File: src/logic/rcf_regs.svh
`ifndef RCF_REGS_SVH
`define RCF_REGS_SVH

// Reset values
`define RCF_CNT_RST '0
`define RCF_PTR_RST '0
`define RCF_FLAG_RST 1'b0

// Codeword bit positions flipped by the error injection inputs
`define RCF_INJ_BIT_A 3
`define RCF_INJ_BIT_B 5

// Default configuration
`define RCF_DEF_DEPTH 8
`define RCF_DEF_DATA_W 32
`define RCF_DEF_ID_W 4
`define RCF_DEF_USER_W 1
`define RCF_RESP_W 2

`endif

File: src/logic/rcf_pkg.sv
`default_nettype none

package rcf_pkg;

  typedef enum logic [1:0] {
    RCF_ECC_CLEAN  = 2'b00,
    RCF_ECC_SINGLE = 2'b01,
    RCF_ECC_DOUBLE = 2'b10
  } rcf_ecc_type;

endpackage : rcf_pkg

`default_nettype wire

File: src/logic/rcf_read_fifo.sv
// What this block does
// - Almost-full flag high while stored count is at or above full threshold.
// - Almost-empty flag high while stored count is at or below empty threshold.
// - Thresholds are log2(depth) bits wide and are taken while reset is active.
// - Single-bit injection alone on a write stores the word with one flipped bit.
// - Double-bit injection on a write stores the word with two flipped bits.
// - Single-error output rises when a corrected one-bit error is read out.
// - Double-error output rises when an uncorrectable word is read out.
// - Overflow is tied low; m_axi_rready falls when full, so no write is refused.
// - Refused writes leave contents intact; overflow may stay low.
// - Underflow is tied low; s_axi_rvalid falls when empty, so no read is refused.
// - Reads are never permitted while empty, so underflow may stay low.
// - Write-side count never under-reports stored words.
// - Write-side count changes on the same edge that takes a write, with no lag.
// - Read-side count never over-reports readable words.
// - Read-side count changes on the same edge that takes a read, with no lag.
// - Common clock gives one occupancy count of stored words.
// - Read-side valid is high exactly when a buffered beat is available and clock enable is high.
// - Read-data width is 8, 16, 32, 64, 128, 256 or 512 bits.
`include "rcf_regs.svh"
`default_nettype none

module rcf_fifo
  import rcf_pkg::*;
#(
  parameter int WIDTH = `RCF_DEF_DATA_W,
  parameter int DEPTH = `RCF_DEF_DEPTH,
  parameter int AW = $clog2(DEPTH),
  parameter int LW = AW + 2
) (
  // Clock and reset
  input wire logic sys_clk,
  input wire logic clk_en,
  input wire logic rst,
  // Fill side
  input wire logic in_valid,
  output logic in_ready,
  input wire logic [WIDTH-1:0] in_data,
  // Drain side
  input wire logic out_ready,
  output logic out_valid,
  output logic [WIDTH-1:0] out_data,
  // Occupancy
  output logic [LW-1:0] level
);

  localparam logic [LW-1:0] FULL_LVL = LW'(DEPTH);
  localparam logic [LW-1:0] EMPTY_LVL = LW'(0);

  logic [WIDTH-1:0] mem [DEPTH];
  logic [AW-1:0] wr_ptr_ff;
  logic [AW-1:0] rd_ptr_ff;
  logic [LW-1:0] level_ff;
  logic [LW-1:0] nxt_level;
  logic push;
  logic pop;

  // Clock enable low stalls both sides so no beat is taken while frozen
  assign in_ready = clk_en && (level_ff != FULL_LVL);
  assign out_valid = clk_en && (level_ff != EMPTY_LVL);
  assign push = in_valid && in_ready;
  assign pop = out_valid && out_ready;
  assign out_data = mem[rd_ptr_ff];
  assign level = level_ff;

  always_ff @(posedge sys_clk) begin
    if (push) begin
      mem[wr_ptr_ff] <= in_data;
    end
  end

  always_ff @(posedge sys_clk or posedge rst) begin
    if (rst) begin
      wr_ptr_ff <= `RCF_PTR_RST;
    end else if (push) begin
      wr_ptr_ff <= wr_ptr_ff + 1'b1;
    end
  end

  always_ff @(posedge sys_clk or posedge rst) begin
    if (rst) begin
      rd_ptr_ff <= `RCF_PTR_RST;
    end else if (pop) begin
      rd_ptr_ff <= rd_ptr_ff + 1'b1;
    end
  end

  always_comb begin
    nxt_level = level_ff;
    if (push && !pop) begin
      nxt_level = level_ff + 1'b1;
    end else if (pop && !push) begin
      nxt_level = level_ff - 1'b1;
    end
  end

  // Count changes on the same edge that takes the beat, so it never lags
  always_ff @(posedge sys_clk or posedge rst) begin
    if (rst) begin
      level_ff <= `RCF_CNT_RST;
    end else begin
      level_ff <= nxt_level;
    end
  end

endmodule : rcf_fifo

module rcf_read_fifo
  import rcf_pkg::*;
#(
  parameter int DATA_W = `RCF_DEF_DATA_W,
  parameter int ID_W = `RCF_DEF_ID_W,
  parameter int USER_W = `RCF_DEF_USER_W,
  parameter int DEPTH = `RCF_DEF_DEPTH,
  parameter bit ECC_EN = 1'b1,
  parameter int TW = $clog2(DEPTH),
  parameter int CNT_W = TW + 2
) (
  // Clock, enable and reset
  input wire logic sys_clk,
  input wire logic clk_en,
  input wire logic rst,
  // Read data from the slave (fill side)
  input wire logic [ID_W-1:0] m_axi_rid,
  input wire logic [DATA_W-1:0] m_axi_rdata,
  input wire logic [`RCF_RESP_W-1:0] m_axi_rresp,
  input wire logic m_axi_rlast,
  input wire logic [USER_W-1:0] m_axi_ruser,
  input wire logic m_axi_rvalid,
  output logic m_axi_rready,
  // Read data to the master (drain side)
  output logic [ID_W-1:0] s_axi_rid,
  output logic [DATA_W-1:0] s_axi_rdata,
  output logic [`RCF_RESP_W-1:0] s_axi_rresp,
  output logic s_axi_rlast,
  output logic [USER_W-1:0] s_axi_ruser,
  output logic s_axi_rvalid,
  input wire logic s_axi_rready,
  // Thresholds
  input wire logic [TW-1:0] prog_full_thresh,
  input wire logic [TW-1:0] prog_empty_thresh,
  // Error injection and reporting
  input wire logic inject_sbit_err,
  input wire logic inject_dbit_err,
  output logic sbit_err,
  output logic dbit_err,
  // Status
  output logic overflow,
  output logic underflow,
  output logic [CNT_W-1:0] wr_data_count,
  output logic [CNT_W-1:0] rd_data_count,
  output logic [CNT_W-1:0] data_count,
  output logic prog_full,
  output logic prog_empty
);

  function automatic int rcf_par_bits(input int w);
    int p;
    p = 1;
    while ((1 << p) < (w + p + 1)) begin
      p++;
    end
    return p;
  endfunction : rcf_par_bits

  // Payload is {rid, rdata, rresp, rlast, ruser}; rdata width legal set is 8..512
  localparam int PW = ID_W + DATA_W + `RCF_RESP_W + 1 + USER_W;
  localparam int PB = rcf_par_bits(PW);
  localparam int CW = ECC_EN ? (PW + PB + 1) : PW;

  // Extended Hamming: bit 0 is overall parity, parity bits at powers of two
  function automatic logic [CW-1:0] rcf_encode(input logic [PW-1:0] d);
    logic [CW-1:0] c;
    int k;
    c = '0;
    k = 0;
    for (int i = 1; i < CW; i++) begin
      if ((i & (i - 1)) != 0) begin
        c[i] = d[k];
        k++;
      end
    end
    for (int j = 0; j < PB; j++) begin
      for (int i = 1; i < CW; i++) begin
        if (((i >> j) & 1) == 1 && i != (1 << j)) begin
          c[1 << j] = c[1 << j] ^ c[i];
        end
      end
    end
    c[0] = ^c[CW-1:1];
    return c;
  endfunction : rcf_encode

  function automatic int rcf_syndrome(input logic [CW-1:0] c);
    int s;
    s = 0;
    for (int i = 1; i < CW; i++) begin
      if (c[i]) begin
        s = s ^ i;
      end
    end
    return s;
  endfunction : rcf_syndrome

  function automatic rcf_ecc_type rcf_status(input logic [CW-1:0] c);
    int s;
    rcf_ecc_type st;
    s = rcf_syndrome(c);
    st = RCF_ECC_CLEAN;
    if (^c) begin
      st = (s < CW) ? RCF_ECC_SINGLE : RCF_ECC_DOUBLE;
    end else if (s != 0) begin
      st = RCF_ECC_DOUBLE;
    end
    return st;
  endfunction : rcf_status

  function automatic logic [PW-1:0] rcf_decode(input logic [CW-1:0] c);
    logic [CW-1:0] f;
    logic [PW-1:0] d;
    int s;
    int k;
    f = c;
    d = '0;
    k = 0;
    s = rcf_syndrome(c);
    if (rcf_status(c) == RCF_ECC_SINGLE && s != 0) begin
      f[s] = ~f[s];
    end
    for (int i = 1; i < CW; i++) begin
      if ((i & (i - 1)) != 0) begin
        d[k] = f[i];
        k++;
      end
    end
    return d;
  endfunction : rcf_decode

  logic [PW-1:0] wr_payload;
  logic [PW-1:0] rd_payload;
  logic [CW-1:0] wr_word;
  logic [CW-1:0] rd_word;
  logic [CNT_W-1:0] level;
  logic [TW-1:0] full_thr_ff;
  logic [TW-1:0] empty_thr_ff;
  rcf_ecc_type rd_status;

  assign wr_payload = {m_axi_rid, m_axi_rdata, m_axi_rresp, m_axi_rlast, m_axi_ruser};

  generate
    if (ECC_EN) begin : g_ecc
      logic [CW-1:0] inj_mask;
      always_comb begin
        inj_mask = '0;
        if (inject_dbit_err) begin
          inj_mask[`RCF_INJ_BIT_A] = 1'b1;
          inj_mask[`RCF_INJ_BIT_B] = 1'b1;
        end else if (inject_sbit_err) begin
          inj_mask[`RCF_INJ_BIT_A] = 1'b1;
        end
      end
      assign wr_word = rcf_encode(wr_payload) ^ inj_mask;
      assign rd_payload = rcf_decode(rd_word);
      assign rd_status = rcf_status(rd_word);
    end else begin : g_plain
      assign wr_word = wr_payload;
      assign rd_payload = rd_word;
      assign rd_status = RCF_ECC_CLEAN;
    end
  endgenerate

  rcf_fifo #(
    .WIDTH(CW),
    .DEPTH(DEPTH),
    .AW(TW),
    .LW(CNT_W)
  ) rcf_fifo_inst (
    .sys_clk(sys_clk),
    .clk_en(clk_en),
    .rst(rst),
    .in_valid(m_axi_rvalid),
    .in_ready(m_axi_rready),
    .in_data(wr_word),
    .out_ready(s_axi_rready),
    .out_valid(s_axi_rvalid),
    .out_data(rd_word),
    .level(level)
  );

  assign {s_axi_rid, s_axi_rdata, s_axi_rresp, s_axi_rlast, s_axi_ruser} = rd_payload;

  // Flags qualify the beat on offer, so they fall while reset empties the buffer
  assign sbit_err = s_axi_rvalid && (rd_status == RCF_ECC_SINGLE);
  assign dbit_err = s_axi_rvalid && (rd_status == RCF_ECC_DOUBLE);

  // Thresholds are sampled on every edge while reset is held, then kept
  always_ff @(posedge sys_clk) begin
    if (rst) begin
      full_thr_ff <= prog_full_thresh;
      empty_thr_ff <= prog_empty_thresh;
    end
  end

  // One clock: the stored count is exact, so neither side can misreport
  assign data_count = level;
  assign wr_data_count = level;
  assign rd_data_count = level;
  assign prog_full = level >= CNT_W'(full_thr_ff);
  assign prog_empty = level <= CNT_W'(empty_thr_ff);

  // The handshake refuses nothing, so no refused request ever occurs
  assign overflow = `RCF_FLAG_RST;
  assign underflow = `RCF_FLAG_RST;

endmodule : rcf_read_fifo

`default_nettype wire

File: config.mk
export PLATFORM = sky130hd
export DESIGN_NAME = rcf_read_fifo
export DESIGN_NICKNAME = d
export VERILOG_FILES = /design/src/logic/rcf_pkg.sv /design/src/logic/rcf_read_fifo.sv
export VERILOG_INCLUDE_DIRS = /design/src /design/src/logic
export SDC_FILE = /design/constraint.sdc
export NUM_CORES = 1
export LEC_CHECK = 0
export BUFFER_PORTS_ARGS = -buffer_cell sky130_fd_sc_hd__buf_2
export CAP_MARGIN = 0
export CORE_UTILIZATION = 45
export CTS_CLUSTER_DIAMETER = 80
export DETAILED_ROUTE_END_ITERATION = 6
export PLACE_DENSITY = 0.64
export SLEW_MARGIN = 5
export SYNTH_ARGS = -nofsm -noshare
export SYNTH_HDL_FRONTEND = slang
export SYNTH_SLANG_ARGS = --single-unit
File: constraint.sdc
create_clock -name sys_clk -period 7.3 [get_ports sys_clk]
set_input_delay 0.365 -clock sys_clk [delete_from_list [all_inputs] [get_ports sys_clk]]
set_output_delay 0.365 -clock sys_clk [all_outputs]
set_load 0.01 [all_outputs]
Word-level counts from Yosys, hierarchy flattened
Memory sizes are Yosys's and may differ from the RTL's.
Index checks and enable logic that the tools add are counted.
- register bits after elaboration: 17
- bits in latches: 0
- memory bits (writable): 376
- ROM bits: 0
- input port bits: 53
- memories kept: 1
- add/sub/neg operators: 4
- $mul: 0
- divide/modulo/power cells: 0
- $lt $le $gt $ge: 5
- equality and inequality tests: 3
- shifts and indexed selects: 0
- multiplexer cells: 63
- bitwise operators: 158
- reductions and logical operators: 17
- memories (memory ; words ; bits a word ; read ports ; clocked after Yosys merged registers in ; wr ports ; line ; source):
    rcf_fifo_inst.mem ; 8 ; 47 ; 1 ; 0 ; 1 ; rcf_read_fifo.sv:50 ; logic [WIDTH-1:0] mem [DEPTH];
- operators by type and width (operator ; number):
    XOR 1 bit ; 111
    two-way mux 5 bit ; 18
    two-way mux 6 bit ; 15
    NOT 3 bit ; 16
    bitwise mux 47 bit ; 1
    two-way mux 47 bit ; 1
    XOR reduction 47 bit ; 1
    XOR 47 x 6 -> 47 bit ; 1
    XOR reduction 46 bit ; 1
    NOT 4 bit ; 9
    two-way mux 4 bit ; 8
    nonzero test 32 bit ; 1
    NOT 2 bit ; 14
    two-way mux 3 bit ; 4
    logical AND 1 bit ; 10
    two-way mux 2 bit ; 5
    two-way mux 1 bit ; 9
    less-than comparator 6 x 7 -> 1 bit, second input constant ; 1
    adder 3 x 1 -> 3 bit, second input constant ; 2
    binary-select mux 1 bit (select 6 bit) ; 1
    demux 1 bit (select 6 bit) ; 1
    greater-or-equal comparator 6 x 1 -> 1 bit, second input constant ; 1
    less-than comparator 6 bit, second input constant ; 1
    adder 5 x 1 -> 5 bit, second input constant ; 1
    12 further kinds ; 17

Logic depth before layout (Yosys ltp)
An unclocked memory read counts as a cell.
- depth after elaboration: 93
- depth in mapped cells: 18
- gate-level depth less buffers: 12

Modules after synthesis
A second synthesis with hierarchy kept.
- cells, all modules: 1027
- area total of the unflattened synthesis: 18083.6 um^2
- by module, submodules not included (module ; instances ; cells an instance ; area each (um^2)):
    rcf_fifo ; 1 ; 615 ; 14780.4
    rcf_read_fifo ; 1 ; 412 ; 3303.2

Worst setup path before layout
OpenSTA, ideal clock, no wires.
- path kind: register -> register
- start: reg rcf_fifo_inst.level_ff[1], in the netlist rcf_fifo_inst.level[1]
- end: mem rcf_fifo_inst.mem[0][0] in the netlist's numbering, enable pin
- setup time: 0.568 ns
- arrival: 5.514 ns
- required time: 6.732 ns
- path slack: 1.218 ns
- cell stages (with the launch flop): 5
- clock period less this slack: 6.082 ns
- cells stage by stage: dfrtp_1 > or3_1 > o31a_1 > nand2_1 > nor4_1
- word-level cells in the longest chain between the ends: 5
- ends and longest elaborated chain (what ; line ; source):
    start: declaration ; rcf_read_fifo.sv:53 ; logic [LW-1:0] level_ff;
    start signal: assignment ; rcf_read_fifo.sv:100 ; level_ff <= `RCF_CNT_RST;
    start signal: assignment ; rcf_read_fifo.sv:102 ; level_ff <= nxt_level;
    inequality test 5 x 4 -> 1 bit ; rcf_read_fifo.sv:59 ; assign in_ready = clk_en && (level_ff != FULL_LVL);
    logical AND 1 bit ; rcf_read_fifo.sv:59 ;
    net m_axi_rready ; rcf_read_fifo.sv:130 ; output logic m_axi_rready,
    logical AND 1 bit ; rcf_read_fifo.sv:61 ; assign push = in_valid && in_ready;
    two-way mux 1 bit ; rcf_read_fifo.sv:67 ; if (push) begin
    two-way mux 1 bit (not written as such) ; rcf_read_fifo.sv:68 ; mem[wr_ptr_ff] <= in_data;
    end: declaration ; rcf_read_fifo.sv:50 ;
The timed path passes the listed nets, and every way through them passes these cells.

Final worst setup path
- start: reg rcf_fifo_inst.rd_ptr_ff[0]
- end: out s_axi_rdata[25]
- word-level cells in the longest chain between the ends: 75
- ends and longest elaborated chain (what ; line ; source):
    start: declaration ; rcf_read_fifo.sv:52 ; logic [AW-1:0] rd_ptr_ff;
    start signal: assignment ; rcf_read_fifo.sv:82 ; rd_ptr_ff <= `RCF_PTR_RST;
    start signal: assignment ; rcf_read_fifo.sv:84 ; rd_ptr_ff <= rd_ptr_ff + 1'b1;
    memory read (8 x 47 bit) * ; -- ;
    two-way mux 1 bit ; rcf_read_fifo.sv:198 ; if (c[i]) begin
    two-way mux 2 bit ; rcf_read_fifo.sv:198 ;
    NOT 2 bit (no line) ; -- ;
    two-way mux 2 bit ; rcf_read_fifo.sv:198 ;
    two-way mux 3 bit ; rcf_read_fifo.sv:198 ;
    NOT 2 bit (no line) ; -- ;
    two-way mux 3 bit (2 in a row) ; rcf_read_fifo.sv:198 ;
    [... 57 more ...] ; -- ;
    NOT 4 bit (no line) ; -- ;
    two-way mux 6 bit (2 in a row) ; rcf_read_fifo.sv:198 ;
    less-than comparator 6 x 7 -> 1 bit (not written as such), or another cell as far along ; rcf_read_fifo.sv:228 ; f[s] = ~f[s];
    logical AND 1 bit (not written as such), or another cell as far along ; rcf_read_fifo.sv:228 ;
    two-way mux 1 bit (not written as such) / two-way mux 2 bit (equally long branches) ; rcf_read_fifo.sv:228, rcf_read_fifo.sv:210 ;
    demux 1 bit (select 6 bit), or another cell as far along ; rcf_read_fifo.sv:228 ;
    bitwise mux 47 bit / logical AND 1 bit (equally long branches) ; rcf_read_fifo.sv:228, rcf_read_fifo.sv:227 ;
    two-way mux 47 bit * ; rcf_read_fifo.sv:227 ; if (rcf_status(c) == RCF_ECC_SINGLE && s != 0) begin
    end: declaration ; rcf_read_fifo.sv:133 ; output logic [DATA_W-1:0] s_axi_rdata,
Every way passes the cells marked *; elsewhere a longest branch is shown, timed or not. The select of a mux whose other input is x is not followed.

==> results.sh <==
export IMPL_outcome="completed"
export IMPL_mostFrequentLayoutCell="edfxtp_1"
export IMPL_hold_viol_final=0
export IMPL_die_height_um=207.2
export IMPL_synth_edf_count=382
export IMPL_clock_latency_ns=0.57
export IMPL_die_width_um=207.2
export IMPL_max_clock_path_buffers=3
export IMPL_yosysSeqAreaShare=0.6199
export IMPL_track_usage=0.2159
export IMPL_synthAdderAreaFrac=0.008980
export IMPL_slew_limit_headroom=0.3559
export IMPL_synth_top_cell_area_share=0.6054
export IMPL_path_clk_slew_ns=0.06
export IMPL_tritoncts="done"
export IMPL_cts_buffers=43
export IMPL_nFillCells=3279
export IMPL_routed_wl_mm=45.55
export IMPL_fmax_mhz=158.1
export IMPL_cts_sinks=393
export IMPL_first_iter_violations=908
export IMPL_syn_area_per_cell_um2=17.68
export IMPL_synthCells=1072
export IMPL_yosys_warnings=0
export IMPL_die_area_um2=42930
export IMPL_synth_ff_type="edfxtp_1"
export IMPL_end_kind="output port"
export IMPL_synth_top_cell_by_area="edfxtp_1"
export IMPL_hp_class="in2reg"
export IMPL_antenna_found_initial=3
export IMPL_routed_via_density=5.619
export IMPL_cp_start_kind="flop"
export IMPL_async_flop_share=0.02799
export IMPL_critPathKind="reg2out"
export IMPL_h_tree_depth=2
export IMPL_arrival_ns=5.96
export IMPL_synth_top_family_by_area="multiplexers"
export IMPL_setup_viol=0
export IMPL_ios=116
export IMPL_required_ns=6.93
export IMPL_synth_xor_area_frac=0.1162
export IMPL_fin_setup_tns_ns=0
export IMPL_drc=0
export IMPL_gp_congestion=0.8581
export IMPL_synthMuxAreaShare=0.1792
export IMPL_first_global_vias=10130
export IMPL_syn_cell_area_um2=18950
export IMPL_grt_max_degree=49
export IMPL_multi_input_area_um2=6753
export IMPL_final_layout_size_suffix_gt1_frac=0.2776
export IMPL_core_rowCount=74
export IMPL_synth_simple_gate_area_frac=0.03031
export IMPL_ant_nets=0
export IMPL_synth_compound_area_share=0.01875
export IMPL_coreArea_um2=41200
export IMPL_overflow=0
export IMPL_fin_skew_ns=0.02257
export IMPL_cts_setup_buffers=0
export IMPL_synth_cell_types=62
export IMPL_register_area_um2=11760
export IMPL_report_final_slew_viol_count=0
export IMPL_port_buffers=113
export IMPL_ctsResizeCount=0
export IMPL_grt_pass1_wl_mm=67.19
export IMPL_gr_usage_met1=0.2943
export IMPL_grt_busiest_layer="met2"
export IMPL_cts_hold_fix_buffers=7
export IMPL_use_met2=0.3458
export IMPL_period_share=0.8666
export IMPL_vias=9963
export IMPL_cts_root_buffer="clkbuf_16"
export IMPL_crit_fanout=48
export IMPL_rsz0062_at_grt="no"
export IMPL_hpwl_mm=29.47
export IMPL_finalCriticalPeriod_ns=6.326
export IMPL_first_pass_iters=5
export IMPL_grt_util_met3=0.04306
export IMPL_drv_cap=0
export IMPL_start_util=0.4599
export IMPL_final_cell_mix="382 x edfxtp_1, 169 x xnor2_1, 113 x buf_2, 104 x mux4_2, 68 x mux2i_1"
export IMPL_worst_pin_slew_ns=0.9662
export IMPL_wl_per_cell_um=25.69
export IMPL_area_delta_synth_final_pct=13.37
export IMPL_ys_ff_latch=393
export IMPL_nNetsFinal=1271
export IMPL_synthTopCellsByArea="edfxtp_1 61%, mux4_2 12%, xnor2_1 7.8%"
[worst max-delay path, stage by stage (launching register included)]
cell and delay, ns:
dfrtp_4 1.05, mux4_2 0.60, mux2i_1 0.61, xnor2_1 0.20, xnor3_1 0.27, xnor2_2 0.27, xor3_1 0.69, nor3_2 0.59
a221o_1 0.30, a2bb2o_4 0.32, mux2i_1 0.25, buf_2 0.19
[synthesized netlist by cell type (all sizes together) (5+ instances only)]
master and n:
edfxtp 382, xnor2 174, mux4 104, mux2i 85, nand2 54, buf 51
xor2 44, nor2 32, inv 15, a21oi 12, ha 12, dfrtp 11
nor3 10, a22oi 9, xnor3 8, o21ai 7, nand2b 6, nand3 6
mux2 5
[path summary, 6_finish.rpt]
check	from	to	slack (ns)	cells after the start
setup / recovery	rcf_fifo_inst.rd_ptr_ff[0]	s_axi_rdata[25]	0.97	11
hold / removal	s_axi_rready	rcf_fifo_inst.rd_ptr_ff[2]	0.09	3
setup reg to reg	rcf_fifo_inst.level[1]	rcf_fifo_inst.level[4]	4.16	12
hold reg to reg	rcf_fifo_inst.wr_ptr_ff[2]	rcf_fifo_inst.wr_ptr_ff[2]	0.59	1
max in group asynchronous	rst	rcf_fifo_inst.rd_ptr_ff[2]	6.47	3
min in group asynchronous	rst	rcf_fifo_inst.rd_ptr_ff[1]	0.46	3
[area by class of cell]
type	instances	share of cell area
antenna	2	0.0002330
clock buffer	50	0.05230
clock inverter	29	0.01386
inverter	15	0.002621
multi-input combinational	612	0.3143
sequential	393	0.5473
tap	532	0.03099
timing repair buffer	140	0.03832
[flip-flops by register name, indices dropped and copies added (netlist names)]
| signal | flops |
|---|---|
| full_thr_ff | 3 |
| rcf_fifo_inst.rd_ptr_ff | 3 |
| rcf_fifo_inst.wr_ptr_ff | 3 |
| empty_thr_ff | 3 |
| rcf_fifo_inst.mem | 376 |
| rcf_fifo_inst.level | 5 |
[layer usage]
metal / wire, um / vias up
li1: - / 4397
met3: 3101 / 71
met1: 19360 / 5138
met2: 21840 / 353
met5: 26 / -
met4: 1213 / 4
[per-stage QoR]
stage / util / hold WS, ns / area [um2] / setup slack [ns] / cells
2_1_floorplan: - / 0.2174 / 18950 / 1.218 / 1073
3_3_place_gp: 0.4851 / 0.4809 / 19990 / 1.470 / 1685
3_5_place_dp: 0.4851 / 0.4936 / 19990 / 1.526 / 1685
4_1_cts: 0.5213 / 0.06906 / 21480 / 0.9176 / 1771
5_1_grt: 0.5213 / 0.1050 / 21480 / 0.6625 / 1772
6_report: 0.5214 / 0.09115 / 21480 / 0.9736 / 1773
[cell families (layout without fill, tap and decap cells)]
group           count (synthesis)  after routing
buf+inv                        68            234
mux                           194            194
flops                         393            393
xor+xnor                      229            229
simple gates                  124            124
other cells                     1              4
fa+ha+maj                      13             13
compound gates                 50             50
Power is left out: the tool's default activity adds up to more than one toggle a clock period on the data nets, which glitch-free logic cannot reach.
